### config.mk
export PLATFORM = sky130hd
export DESIGN_NAME = rofs_failsafe
export DESIGN_NICKNAME = d
export VERILOG_FILES = /design/src/rofs_pkg.sv /design/src/rofs_hold_timer.sv /design/src/rofs_failsafe.sv
export SDC_FILE = /design/constraint.sdc
export NUM_CORES = 1
export LEC_CHECK = 0
export BUFFER_PORTS_ARGS = -buffer_cell sky130_fd_sc_hd__buf_2
export CORE_MARGIN = 2
export CORE_UTILIZATION = 35
export DETAILED_ROUTE_END_ITERATION = 10
export HOLD_SLACK_MARGIN = 0.08
export PLACE_DENSITY = 0.64
export SLEW_MARGIN = 10
export SYNTH_ARGS = -nofsm -noshare
export SYNTH_HDL_FRONTEND = slang
export SYNTH_SLANG_ARGS = --single-unit
### constraint.sdc
create_clock -name ref_clk_i -period 5 [get_ports ref_clk_i]
set_input_delay 1 -clock ref_clk_i [delete_from_list [all_inputs] [get_ports ref_clk_i]]
set_output_delay 1 -clock ref_clk_i [all_outputs]
set_load 0.02 [all_outputs]
### src/rofs_pkg.sv
// Behaviour
// - On link fault each channel holds its last level or takes its fault level
// - Fault level 0 drives the channel off, 1 drives it on
// - On Program mode each channel holds its last level or takes its program level
// - Program level 0 keeps the channel off, 1 on, until Program mode ends or link loss escalates to fault
// - Hold time 0 keeps the fault level forever, else that many seconds
// - After the hold time expires the channel drives its final level
// - Link loss in Program mode escalates to fault only when escalate is 1
// - Link-lost flag reads 0 while connected and 1 while not connected
package rofs_pkg;

   // ------------------------------------------------------------------
   // Sizes and timing
   // ------------------------------------------------------------------
   localparam int NUM_CH = 4;
   localparam int CLK_PERIOD_NS = 25;
   localparam int ONE_SECOND_NS = 1_000_000_000;
   localparam int CYCLES_PER_SEC = ONE_SECOND_NS / CLK_PERIOD_NS;
   localparam int PRESCALE_W = 26;

   // ------------------------------------------------------------------
   // Register map (byte addresses)
   // ------------------------------------------------------------------
   localparam logic [7:0] CTRL_OFS = 8'h00;
   localparam logic [7:0] HOLD_OFS = 8'h04;
   localparam logic [7:0] STATUS_OFS = 8'h08;
   localparam logic [7:0] IRQ_STAT_OFS = 8'h0C;
   localparam logic [7:0] IRQ_MASK_OFS = 8'h10;

   // Control word field positions, one bit per channel in each field
   localparam int FAULT_SEL_POS = 0;
   localparam int FAULT_LVL_POS = 4;
   localparam int PROG_SEL_POS = 8;
   localparam int PROG_LVL_POS = 12;
   localparam int FINAL_LVL_POS = 16;
   localparam int ESCALATE_POS = 20;
   localparam logic [31:0] CTRL_RESET = 32'h0000_0000;
   // One byte of seconds per channel; 0 holds forever
   localparam logic [31:0] HOLD_RESET = 32'h0000_0000;

   // Status word positions
   localparam int STAT_LINK_POS = 0;
   localparam int STAT_STATE_POS = 4;
   localparam int STAT_RELAY_POS = 16;

   // Interrupt status and mask positions
   localparam int IRQ_LOST_POS = 0;
   localparam int IRQ_BACK_POS = 1;
   localparam int IRQ_EXPIRE_POS = 4;
   localparam logic [7:0] IRQ_RESET = 8'h00;

   localparam logic [1:0] RESP_OKAY = 2'h0;
   localparam logic [1:0] RESP_SLVERR = 2'h2;

   // ------------------------------------------------------------------
   // Types
   // ------------------------------------------------------------------
   typedef enum logic [1:0] {
      CH_NORMAL = 2'h0,
      CH_FAULT = 2'h1,
      CH_FINAL = 2'h3,
      CH_PROGRAM = 2'h2
   } rofs_ch_state_t;

   typedef struct packed {
      logic [PRESCALE_W-1:0] prescale;
      logic [7:0] secs;
      logic active;
      logic expired;
   } rofs_timer_state_t;

   typedef struct packed {
      logic awtaken;
      logic [7:0] awaddr;
      logic wtaken;
      logic [31:0] wdata;
      logic [3:0] wstrb;
      logic bvalid;
      logic [1:0] bresp;
      logic rvalid;
      logic [31:0] rdata;
      logic [1:0] rresp;
      logic [31:0] ctrl;
      logic [31:0] hold;
      logic [7:0] irq_stat;
      logic [7:0] irq_mask;
      rofs_ch_state_t [NUM_CH-1:0] st;
      logic [NUM_CH-1:0] held;
      logic [NUM_CH-1:0] relay;
      logic link_lost;
   } rofs_state_t;

endpackage

### src/rofs_hold_timer.sv
`timescale 1ns/1ps
module rofs_hold_timer #(
   parameter int TICKS_PER_SEC = rofs_pkg::CYCLES_PER_SEC
) (
   input wire logic ref_clk_i,
   input wire logic reset_n_i,
   input wire logic start_i,
   input wire logic run_i,
   input wire logic [7:0] secs_i,
   output logic expired_o
);

   rofs_pkg::rofs_timer_state_t t_reg;
   rofs_pkg::rofs_timer_state_t t_next;

   localparam logic [rofs_pkg::PRESCALE_W-1:0] LAST_TICK =
      rofs_pkg::PRESCALE_W'(TICKS_PER_SEC - 1);

   always_comb begin
      t_next = t_reg;
      t_next.expired = 1'b0;
      if (start_i) begin
         // A zero setting never arms, so the fault level is held for good
         t_next.active = (secs_i != 8'h00);
         t_next.secs = secs_i;
         t_next.prescale = '0;
      end else if (!run_i) begin
         t_next.active = 1'b0;
      end else if (t_reg.active) begin
         if (t_reg.prescale == LAST_TICK) begin
            t_next.prescale = '0;
            t_next.secs = t_reg.secs - 8'h01;
            if (t_reg.secs == 8'h01) begin
               t_next.active = 1'b0;
               t_next.expired = 1'b1;
            end
         end else begin
            t_next.prescale = t_reg.prescale + 1'b1;
         end
      end
   end

   always_ff @(posedge ref_clk_i or negedge reset_n_i) begin
      if (!reset_n_i) begin
         t_reg <= '0;
      end else begin
         t_reg <= t_next;
      end
   end

   assign expired_o = t_reg.expired;

endmodule

### src/rofs_failsafe.sv
// The placing of the registers and the AXI4-Lite interface to the registers were chosen for this implementation.
`timescale 1ns/1ps
module rofs_failsafe #(
   parameter int TICKS_PER_SEC = rofs_pkg::CYCLES_PER_SEC
) (
   input wire logic ref_clk_i,
   input wire logic reset_n_i,
   // Owner link, from network logic on this clock
   input wire logic link_up_i,
   input wire logic run_mode_i,
   input wire logic [3:0] out_data_i,
   output logic [3:0] relay_o,
   output logic link_lost_flag_o,
   output logic irq_o,
   // AXI4-Lite slave
   input wire logic [31:0] s_axi_awaddr,
   input wire logic s_axi_awvalid,
   output logic s_axi_awready,
   input wire logic [31:0] s_axi_wdata,
   input wire logic [3:0] s_axi_wstrb,
   input wire logic s_axi_wvalid,
   output logic s_axi_wready,
   output logic [1:0] s_axi_bresp,
   output logic s_axi_bvalid,
   input wire logic s_axi_bready,
   input wire logic [31:0] s_axi_araddr,
   input wire logic s_axi_arvalid,
   output logic s_axi_arready,
   output logic [31:0] s_axi_rdata,
   output logic [1:0] s_axi_rresp,
   output logic s_axi_rvalid,
   input wire logic s_axi_rready
);

   rofs_pkg::rofs_state_t r_reg;
   rofs_pkg::rofs_state_t r_next;
   logic [3:0] start;
   logic [3:0] expired;
   logic [3:0] fault_action_select;
   logic [3:0] fault_output_level;
   logic [3:0] program_action_select;
   logic [3:0] program_output_level;
   logic [3:0] fault_final_level;
   logic [3:0] program_fault_escalate;

   assign fault_action_select = r_reg.ctrl[rofs_pkg::FAULT_SEL_POS +: 4];
   assign fault_output_level = r_reg.ctrl[rofs_pkg::FAULT_LVL_POS +: 4];
   assign program_action_select = r_reg.ctrl[rofs_pkg::PROG_SEL_POS +: 4];
   assign program_output_level = r_reg.ctrl[rofs_pkg::PROG_LVL_POS +: 4];
   assign fault_final_level = r_reg.ctrl[rofs_pkg::FINAL_LVL_POS +: 4];
   assign program_fault_escalate = r_reg.ctrl[rofs_pkg::ESCALATE_POS +: 4];

   function automatic logic [31:0] strb_merge(input logic [31:0] old,
                                              input logic [31:0] data,
                                              input logic [3:0] strb);
      logic [31:0] res;
      res = old;
      for (int b = 0; b < 4; b++) begin
         if (strb[b]) begin
            res[8*b +: 8] = data[8*b +: 8];
         end
      end
      return res;
   endfunction

   // ------------------------------------------------------------------
   // Bus handshakes
   // ------------------------------------------------------------------
   assign s_axi_awready = !r_reg.awtaken && !r_reg.bvalid;
   assign s_axi_wready = !r_reg.wtaken && !r_reg.bvalid;
   assign s_axi_arready = !r_reg.rvalid;

   // ------------------------------------------------------------------
   // Next state
   // ------------------------------------------------------------------
   always_comb begin
      logic rd_clear;
      logic [7:0] ev;
      logic [31:0] status;
      r_next = r_reg;
      rd_clear = 1'b0;
      ev = 8'h00;
      start = 4'h0;
      status = 32'h0000_0000;

      status[rofs_pkg::STAT_LINK_POS] = r_reg.link_lost;
      status[rofs_pkg::STAT_RELAY_POS +: 4] = r_reg.relay;
      for (int i = 0; i < rofs_pkg::NUM_CH; i++) begin
         status[rofs_pkg::STAT_STATE_POS + 2*i +: 2] = r_reg.st[i];
      end

      if (s_axi_awvalid && s_axi_awready) begin
         r_next.awtaken = 1'b1;
         r_next.awaddr = s_axi_awaddr[7:0];
      end
      if (s_axi_wvalid && s_axi_wready) begin
         r_next.wtaken = 1'b1;
         r_next.wdata = s_axi_wdata;
         r_next.wstrb = s_axi_wstrb;
      end
      if (s_axi_bvalid && s_axi_bready) begin
         r_next.bvalid = 1'b0;
      end
      if (r_reg.awtaken && r_reg.wtaken) begin
         r_next.awtaken = 1'b0;
         r_next.wtaken = 1'b0;
         r_next.bvalid = 1'b1;
         r_next.bresp = rofs_pkg::RESP_OKAY;
         case (r_reg.awaddr)
            rofs_pkg::CTRL_OFS: begin
               r_next.ctrl = strb_merge(r_reg.ctrl, r_reg.wdata,
                                        r_reg.wstrb);
            end
            rofs_pkg::HOLD_OFS: begin
               r_next.hold = strb_merge(r_reg.hold, r_reg.wdata,
                                        r_reg.wstrb);
            end
            rofs_pkg::IRQ_MASK_OFS: begin
               if (r_reg.wstrb[0]) begin
                  r_next.irq_mask = r_reg.wdata[7:0];
               end
            end
            // Status words are read-only; writes to them are dropped
            rofs_pkg::STATUS_OFS, rofs_pkg::IRQ_STAT_OFS: begin
            end
            default: begin
               r_next.bresp = rofs_pkg::RESP_SLVERR;
            end
         endcase
      end

      if (s_axi_rvalid && s_axi_rready) begin
         r_next.rvalid = 1'b0;
      end
      if (s_axi_arvalid && s_axi_arready) begin
         r_next.rvalid = 1'b1;
         r_next.rresp = rofs_pkg::RESP_OKAY;
         case (s_axi_araddr[7:0])
            rofs_pkg::CTRL_OFS: r_next.rdata = r_reg.ctrl;
            rofs_pkg::HOLD_OFS: r_next.rdata = r_reg.hold;
            rofs_pkg::STATUS_OFS: r_next.rdata = status;
            rofs_pkg::IRQ_STAT_OFS: begin
               r_next.rdata = {24'h00_0000, r_reg.irq_stat};
               rd_clear = 1'b1;
            end
            rofs_pkg::IRQ_MASK_OFS: begin
               r_next.rdata = {24'h00_0000, r_reg.irq_mask};
            end
            default: begin
               r_next.rdata = 32'h0000_0000;
               r_next.rresp = rofs_pkg::RESP_SLVERR;
            end
         endcase
      end

      // Channel failsafe state
      r_next.link_lost = !link_up_i;
      ev[rofs_pkg::IRQ_LOST_POS] = !link_up_i && !r_reg.link_lost;
      ev[rofs_pkg::IRQ_BACK_POS] = link_up_i && r_reg.link_lost;
      for (int i = 0; i < rofs_pkg::NUM_CH; i++) begin
         ev[rofs_pkg::IRQ_EXPIRE_POS + i] = expired[i];
         case (r_reg.st[i])
            rofs_pkg::CH_NORMAL: begin
               if (!link_up_i) begin
                  r_next.st[i] = rofs_pkg::CH_FAULT;
                  r_next.held[i] = r_reg.relay[i];
                  start[i] = 1'b1;
               end else if (!run_mode_i) begin
                  r_next.st[i] = rofs_pkg::CH_PROGRAM;
                  r_next.held[i] = r_reg.relay[i];
               end
            end
            rofs_pkg::CH_PROGRAM: begin
               if (!link_up_i) begin
                  if (program_fault_escalate[i]) begin
                     r_next.st[i] = rofs_pkg::CH_FAULT;
                     r_next.held[i] = r_reg.relay[i];
                     start[i] = 1'b1;
                  end
               end else if (run_mode_i) begin
                  r_next.st[i] = rofs_pkg::CH_NORMAL;
               end
            end
            rofs_pkg::CH_FAULT, rofs_pkg::CH_FINAL: begin
               if (link_up_i && run_mode_i) begin
                  r_next.st[i] = rofs_pkg::CH_NORMAL;
               end else if (link_up_i) begin
                  r_next.st[i] = rofs_pkg::CH_PROGRAM;
                  r_next.held[i] = r_reg.relay[i];
               end else if (expired[i] &&
                            r_reg.st[i] == rofs_pkg::CH_FAULT) begin
                  r_next.st[i] = rofs_pkg::CH_FINAL;
               end
            end
            default: begin
               r_next.st[i] = rofs_pkg::CH_NORMAL;
            end
         endcase
         case (r_next.st[i])
            rofs_pkg::CH_NORMAL: r_next.relay[i] = out_data_i[i];
            rofs_pkg::CH_PROGRAM: begin
               r_next.relay[i] = program_action_select[i] ?
                  program_output_level[i] : r_next.held[i];
            end
            rofs_pkg::CH_FAULT: begin
               r_next.relay[i] = fault_action_select[i] ?
                  fault_output_level[i] : r_next.held[i];
            end
            rofs_pkg::CH_FINAL: r_next.relay[i] = fault_final_level[i];
            default: r_next.relay[i] = 1'b0;
         endcase
      end
      // A new event wins over the clear by the same read
      r_next.irq_stat = (rd_clear ? 8'h00 : r_reg.irq_stat) | ev;
   end

   always_ff @(posedge ref_clk_i or negedge reset_n_i) begin
      if (!reset_n_i) begin
         r_reg <= '0;
         r_reg.ctrl <= rofs_pkg::CTRL_RESET;
         r_reg.hold <= rofs_pkg::HOLD_RESET;
         r_reg.irq_stat <= rofs_pkg::IRQ_RESET;
         r_reg.irq_mask <= rofs_pkg::IRQ_RESET;
         r_reg.link_lost <= 1'b1;
      end else begin
         r_reg <= r_next;
      end
   end

   // ------------------------------------------------------------------
   // Hold timers
   // ------------------------------------------------------------------
   generate
      for (genvar g = 0; g < rofs_pkg::NUM_CH; g++) begin : g_timer
         rofs_hold_timer #(
            .TICKS_PER_SEC(TICKS_PER_SEC)
         ) u_timer (
            .ref_clk_i(ref_clk_i),
            .reset_n_i(reset_n_i),
            .start_i(start[g]),
            .run_i(r_reg.st[g] == rofs_pkg::CH_FAULT),
            .secs_i(r_reg.hold[8*g +: 8]),
            .expired_o(expired[g])
         );
      end
   endgenerate

   assign relay_o = r_reg.relay;
   assign link_lost_flag_o = r_reg.link_lost;
   assign irq_o = |(r_reg.irq_stat & r_reg.irq_mask);
   assign s_axi_bvalid = r_reg.bvalid;
   assign s_axi_bresp = r_reg.bresp;
   assign s_axi_rvalid = r_reg.rvalid;
   assign s_axi_rdata = r_reg.rdata;
   assign s_axi_rresp = r_reg.rresp;
endmodule

; ---- After elaboration in Yosys (flattened, before gate mapping)
; Index checks and enable logic that the tools add are counted.
[totals]
elab_cells = 307
in_bits = 113
reg_bits = 325
latchBits = 0
rom_bits = 0
memories = 0
ram_bits = 0
[op_classes]
shift = 0
multipliers = 0
add_sub_neg = 8
mux = 139
eq_ne = 40
div = 0
magnitude_cmp = 0
reduce_logical = 75
n_bitwise = 2
[op_table]
columns = operator, count
row1 = 2-to-1 mux 35 bit, 5
row2 = one-hot mux 32 bit (5 select lines), 1
row3 = 2-to-1 mux 36 bit, 4
row4 = 2-to-1 mux 34 bit, 4
row5 = "adder 26 x 1 -> 26 bit, second input constant", 4
row6 = "== test 26 bit, second input constant", 4
row7 = 2-to-1 mux 26 bit, 4
row8 = 2-to-1 mux 2 bit, 38
row9 = 2-to-1 mux 1 bit, 59
row10 = 2-to-1 mux 10 bit, 4
row11 = AND reduction 3 bit, 13
row12 = 2-to-1 mux 37 bit, 1
row13 = "== test 2 bit, second input constant", 16
row14 = "== test 8 x 1 -> 1 bit, second input constant", 4
row15 = "== test 8 x 4 -> 1 bit, second input constant", 4
row16 = nonzero test 2 bit, 16
row17 = nonzero test 8 bit, 4
row18 = "subtractor 8 x 1 -> 8 bit, second input constant", 4
row19 = one-hot mux 2 bit (3 select lines), 4
row20 = "== test 2 x 1 -> 1 bit, second input constant", 8
row21 = "== test 8 x 3 -> 1 bit, second input constant", 2
row22 = "== test 8 x 5 -> 1 bit, second input constant", 2
row23 = logical NOT 2 bit, 8
row24 = logical NOT 8 bit, 2
row25 = 14 further kinds, 49

; ---- Logic depth before layout (Yosys ltp)
; Gate-level depths: netlist of run 1.
[logic_depth]
ltp_word = 8
mapped_depth = 8

; ---- By module
; Synthesis of run 1 repeated with hierarchy kept, for this count alone.
[unflattened]
hier_cells = 1626
area_unflattened_um2 = 16783.6
[modules_own_cells]
columns = module, n_inst, cells_per_inst, seq_area_each_um2, area_each_um2
row1 = rofs_failsafe, 1, 674, 4430.5, 8026.4
row2 = rofs_hold_timer (g_timer[0].u_timer ...), 3, 245, 900.9, 2234.6
row3 = rofs_hold_timer (g_timer[3].u_timer), 1, 217, 900.9, 2053.2

; ---- Worst setup path after synthesis of run 1
; No wires, ideal clock.
[synth_path]
path_type = input to register
startpoint = input port s_axi_araddr[1]
endpoint = register r_reg, in the netlist s_axi_rdata[22]
path_buffers = 2
t_required_ns = 4.917
cell_stages = 6
setup_time_ns = 0.083
arrival_ns = 2.481
path_slack_ns = 2.436
path_cell_list = or4_4 nor4bb_1 buf_2 o21ai_1 clkbuf_1 o21ai_0
[synth_via]
elab_chain_cells = 2
word_cells_on_any_way = 6
classes_between = eq/ne: 4 / mux: 1 / reduce/logical: 1
[synth_lines]
columns = item, line_no
row1 = from (decl), rofs_failsafe.sv:26  ; input wire logic [31:0] s_axi_araddr,
row2 = == test 8 x 5 -> 1 bit (tied with other cells), rofs_failsafe.sv:138  ; case (s_axi_araddr[7:0])
row3 = one-hot mux 32 bit (5 select lines) (*), rofs_failsafe.sv:138
row4 = to (signal assigned), rofs_failsafe.sv:226  ; r_reg <= r_next;
row5 = to (decl), rofs_failsafe.sv:35  ; rofs_pkg::rofs_state_t r_reg;
; Mark *: on every way between the ends. The rest lies on a longest branch, timed or not.
; A chain may end at the register's enable or synchronous reset.

; ---- Worst setup path after layout of run 1
[layout_path]
startpoint = register g_timer[1].u_timer.t_reg[10] in the netlist's numbering
endpoint = register g_timer[1].u_timer.t_reg[3] in the netlist's numbering
[layout_via]
elab_chain_cells = 3
[layout_lines]
columns = item, line_no
row1 = from (decl), rofs_hold_timer.sv:13  ; rofs_pkg::rofs_timer_state_t t_reg;
row2 = from (signal assigned), rofs_hold_timer.sv:47  ; t_reg <= t_next;
row3 = == test 26 bit, rofs_hold_timer.sv:30  ; if (t_reg.prescale == LAST_TICK) begin
row4 = nonzero test 2 bit (no source line), -
row5 = AND reduction 3 bit (no source line), -
; No other way between the ends.

==> results_dict.tcl, run 1 <==
set metrics [dict create \
    die_area_um2 47300 \
    syn_area_um2 15900 \
    ys_top_cells_by_area "dfrtp_1 (50%), mux2_2 (8.8%), nor2_1 (3.5%)" \
    synthCells 1508 \
    startpoint_type "register" \
    cp_max_fo 26 \
    vdd_drop_max_mv 0.312 \
    clock_sinks 321 \
    p_leak_uw 0.00815 \
    stdcell_count 2189 \
    crit_path_cell_trace "ha_1, nand2_1, or4bb_1, or4_1, nand2_2, o221ai_1" \
    synthXorXnorAreaFrac 0.0478 \
    largest_reg_flops 140 \
    max_cap_violations 0 \
    setup_tns_ns 0 \
    slew_headroom 0.230 \
    cts_root_buf "clkbuf_16" \
    cp_data_required_time_ns 5.38 \
    setup_viol 0 \
    max_stage_delay_ns 0.56 \
    yosysTopAreaCell "dfrtp_1" \
    grt_pass1_wl_um 65800 \
    ctsLongestPathBuffers 3 \
    synth-simple-area-share 0.202 \
    postCtsResizedCells 0 \
    synthAdderAreaFrac 0.00942 \
    ys_types 82 \
    gp_congestion 0.847 \
    insertion_delay_ns 0.55 \
    drt_iter0_markers 931 \
    arrival_ns 3.18 \
    fmax_mhz 356 \
    final_layout_size_suffix_gt1_frac 0.208 \
    area_delta_synth_final_pct 13.0 \
    antenna_found_initial 3 \
    antenna_left 0 \
    synthTopCellsByCount "dfrtp_1 (320), nor2_1 (149), mux2_2 (124)" \
    drc_errors 0 \
    routed_wl_um 40500 \
    n_fill_cell 4357 \
    fin_skew_ns 0.0217 \
    power_density_nw_per_um2 388 \
    synth_seq_cells 321 \
    yosysMostFrequentCell "dfrtp_1" \
    synth_compound_area_frac 0.0950 \
    dpl_worst_slack_ns 1.74 \
    first_pass_iters 5 \
    cts-hold-fix-buffers 0 \
    ys.flop_type "dfrtp_1" \
    dp_cells 2122 \
    cts_max_level 2 \
    tightest_slew_ns 1.15 \
    critPathCaptureType "register" \
    fin_util 0.399 \
    portBuffers 109 \
    via_per_inst 5.39 \
    hold_viol_final 0 \
    hold_path_class "in -> async" \
    status "finished, final reports clean" \
    crit_type "reg -> reg" \
    tritoncts "yes" \
    grt_setup_unrepaired "false" \
    critPathSlowestCell "or4bb_1" \
    synth.top_cell.area_share 0.502 \
    period_needed_ns 2.81 \
    io_pins 160 \
    synth-async-reset-ratio 1.00 \
    dpl_cell_area_um2 16800 \
    postSynthAreaPerCell_um2 10.6 \
    grt_max_degree 149 \
    drv_slew 0 \
    synth_mux_area_frac 0.0997 \
    synth_edf_count 0 \
    vias 11808 \
    die_h_um 217 \
    cts-buffers-inserted 38 \
    worst_slack_ns 2.19 \
    start_util 0.353 \
    fin_crit_sh 0.561 \
    stdcell_area_um2 18000 \
    wl_per_cell_um 18.5 \
    num-nets-final 1687 \
    grt_overflow_total 0 \
    cts_setup_buffers 0 \
    grt_pass1_vias 11859 \
    path_clk_slew_ns 0.06 \
    hpwl_um 27700 \
    core_area_um2 45200 \
    rows 78 \
    ys_warn_count 0 \
    die_w_um 217 \
    ys_seq_area_frac 0.504 \
    synth_top_family_by_area "simple AND/OR/NAND/NOR gates" \
    grt_usage 0.173 \
]
-- cell type report --
cell class	instances	area [um^2]	area share
well taps	600	751	0.0417
inverters	27	101	0.00562
diodes	1	2.50	0.000139
clock inverters	7	104	0.00576
repair buffers	117	641	0.0356
flip-flops and latches	321	8030	0.446
multi-input cells	1057	7260	0.403
clock buffers	59	1130	0.0628
-- layer usage --
metal  wire [um]  track usage  part of all wire
met5          13            0           0.00032
met1       18400        0.240              0.45
met2       18900        0.274              0.47
met3        2320       0.0375             0.057
met4         882       0.0450             0.022
-- metrics by stage --
step	power, uW	hold WS (ns)
6_report	6990	0.418
5_1_grt	7320	0.470
4_1_cts	7070	0.440
3_5_place_dp	4270	0.448
3_3_place_gp	4220	0.448
2_1_floorplan	3900	0.428
-- cells by family (layout without fill, tap and decap cells) --
group | Yosys count | after routing
AO/OA/AOI/OAI | 223 | 223
XOR/XNOR | 87 | 87
adder cells (fa/ha/maj) | 12 | 12
buffers and inverters | 131 | 210
flip-flops | 321 | 321
multiplexers | 142 | 142
other | 1 | 3
AND/OR/NAND/NOR | 591 | 591
-- critical path, delay by kind of cell, from the launching register on --
kind	cells	cell delay, ns
and+or+nand+nor	4	1.86
AOI/OAI and AO/OA	1	0.21
DFF	1	0.38
adders and majority gates	1	0.20
-- layout by cell type (no fill, tap or decap), types with 20 or more instances in the layout --
cell / instances
dfrtp_1: 320
nor2_1: 149
mux2_2: 124
nand2_1: 115
buf_2: 108
nand4_1: 56
o21ai_0: 50
nand3_1: 46
xor2_1: 46
xnor2_1: 41
clkbuf_16: 39
a21oi_1: 36
nor3_1: 35
inv_1: 27
nor4_1: 27
a22oi_1: 27
and3_1: 21
a21o_1: 20
-- report_power, final --
| part | leakage (uW) | switching [uW] | internal [uW] | total (uW) |
|---|---|---|---|---|
| registers | 0.00432 | 333 | 2930 | 3260 |
| clock network | 0.000607 | 1110 | 1660 | 2770 |
| logic | 0.00323 | 515 | 447 | 962 |
-- path summary, 6_finish.rpt --
check	from	end	slack (ns)	depth (start not counted)
hold reg to reg	g_timer[2].u_timer.expired_o	r_reg[31]	0.46	1
hold / removal	reset_n_i	r_reg[57]	0.42	1
min in group ref_clk_i	g_timer[2].u_timer.expired_o	r_reg[31]	0.46	1
setup / recovery	g_timer[1].u_timer.t_reg[10]	g_timer[1].u_timer.t_reg[3]	2.19	6
setup reg to reg	g_timer[1].u_timer.t_reg[10]	g_timer[1].u_timer.t_reg[3]	2.19	6
max in group asynchronous	reset_n_i	g_timer[0].u_timer.t_reg[26]	3.36	2
No activity file was read; power rests on OpenSTA's default activity.
==> run 2, diff against run 1 <==
- PLACE_DENSITY: 0.64 -> 0.66
- clock period: 5 -> 2.4 ns (I/O delays scaled with it)
==> run 2 against run 1 <==
Effect of this change:
- total power up 110%
- critical path depth down 1
- cell area up 2.6%
- sequential share of layout area down 1.1 points
- die area unchanged
- global-route usage down 0.081 points
- register-to-register slack worse by 2.1 ns
- sequential power up 110%
- non-clock buffer count up 52
- core utilization up 1.0 points
- critical path type unchanged
==> results_dict.tcl, run 2 (same netlist as run 1, synthesis figures left out) <==
set metrics [dict create \
    via_per_inst 5.35 \
    die_area_um2 47300 \
    reg2reg_depth 5 \
    power_density_nw_per_um2 783 \
    setup_viol 0 \
    grt_max_degree 87 \
    crit_path_cell_trace "or4_1, nor4_2, and2_1, nand2_2, mux2_2" \
    p_sw_uw 4060 \
    die_h_um 217 \
    dp_cells 2173 \
    worst_slack_ns 0.124 \
    p_comb_frac 0.146 \
    setup_tns_ns 0 \
    num-nets-final 1738 \
    cp_max_fo 8 \
    vias 11970 \
    routed_wl_um 40300 \
    cts_max_level 2 \
    dpl_worst_slack_ns 0.0173 \
    tritoncts "yes" \
    cts_root_buf "clkbuf_16" \
    swShare 0.281 \
    drt_iter0_markers 737 \
    reg2reg_slack_ns 0.12 \
    endpoint "program_output_level[1]" \
    critPathSlowestCell "or4_1" \
    start_util 0.353 \
    grt_setup_unrepaired "false" \
    path_clk_slew_ns 0.06 \
    critPathCaptureType "register" \
    p_seq_frac 0.470 \
    max_cap_violations 0 \
    r2r_start "r_reg[172]" \
    slew_headroom 0.446 \
    gp_congestion 0.862 \
    status "finished, final reports clean" \
    final_common_cell "dfrtp_1" \
    clock_sinks 321 \
    arrival_ns 2.69 \
    hold_viol_final 0 \
    fin_crit_sh 0.948 \
    hpwl_um 28800 \
    portBuffers 109 \
    grt_overflow_total 0 \
    startpoint_type "register" \
    core_area_um2 45200 \
    period_needed_ns 2.28 \
    grt_pass1_wl_um 65500 \
    drv_slew 0 \
    wl_per_cell_um 18.0 \
    first_pass_iters 5 \
    final_layout_size_suffix_gt1_frac 0.234 \
    io_pins 160 \
    fmax_mhz 439 \
    ctsLongestPathBuffers 3 \
    rows 78 \
    insertion_delay_ns 0.55 \
    p_leak_uw 0.00843 \
    crit_type "reg -> reg" \
    die_w_um 217 \
    stdcell_count 2238 \
    antenna_found_initial 1 \
    max_stage_delay_ns 0.60 \
    cp_data_required_time_ns 2.81 \
    cp-startpoint "r_reg[172]" \
    vdd_drop_max_mv 0.643 \
    r2r_end "program_output_level[1]" \
    grt_usage 0.172 \
    cts-buffers-inserted 37 \
    tightest_slew_ns 0.828 \
    p_int_uw 10400 \
    area_delta_synth_final_pct 16.0 \
    fin_skew_ns 0.0230 \
    antenna_left 0 \
    drc_errors 0 \
    mostFrequentLayoutCells "dfrtp_1 (320), nor2_1 (149), mux2_2 (124)" \
    p_clk_frac 0.384 \
    largest_reg_flops 140 \
    hold_path_class "in -> reg" \
    power_uw 14500 \
    grt_pass1_vias 11987 \
]
## run 2: final cells by class
class	instances	area (um^2)
fillers	4276	26700
clock inverters	9	98.8
well taps	600	751
flip-flops and latches	321	8030
multi-input cells	1057	7260
diodes	1	2.50
clock buffers	54	1100
repair buffers	169	1150
inverters	27	101
## run 2: worst max-delay path, delay by kind of cell (launching register included)
family / cells / cell delay [ns]
flops: 1 / 0.37
mux: 1 / 0.32
simple gates: 4 / 1.46
## run 2: worst min path at each step
| stage | from | end | depth (start not counted) | slack, ns |
|---|---|---|---|---|
| 2_1_floorplan | reset_n_i | fault_action_select[0] | 0 | 0.18 |
| 3_3_place_gp | reset_n_i | s_axi_rdata[28] | 1 | 0.34 |
| 3_5_place_dp | reset_n_i | s_axi_rdata[30] | 1 | 0.34 |
| 4_1_cts | s_axi_rready | s_axi_rvalid | 2 | 0.1 |
| 5_1_grt | s_axi_bready | s_axi_bvalid | 2 | 0.12 |
| 6_report | s_axi_rready | s_axi_rvalid | 2 | 0.12 |
## run 2: routing by layer
metal	vias to the layer above	global-route usage	share of wire
met5	-	0	0
met4	0	0.0527	0.023
met3	69	0.0386	0.062
met2	317	0.277	0.47
met1	5961	0.231	0.45
li1	5623	-	-
## run 2: stage by stage
stage / instance area, um^2 / util / hold slack, ns
after detailed placement: 17300 / 0.382 / 0.341
final: 18500 / 0.409 / 0.117
after global routing: 18500 / 0.409 / 0.123
after global placement: 17300 / 0.382 / 0.341
after CTS: 18500 / 0.409 / 0.0995
after floorplan: 15900 / - / 0.184
## run 2: power groups by stage
stage	Clock (uW)	Sequential, uW	Combinational (uW)
after floorplan	0	6600	1530
after global placement	0	6850	2060
after detailed placement	0	6890	2120
after CTS	5690	6800	2140
after global routing	5900	6900	2350
final	5560	6800	2120
## run 2: timing repair
action,in CTS,in global routing
endpoints found under the hold margin,52,0
setup buffers,0,0
resized for setup,0,1
hold buffers,1,0
endpoints found under the setup margin,0,25
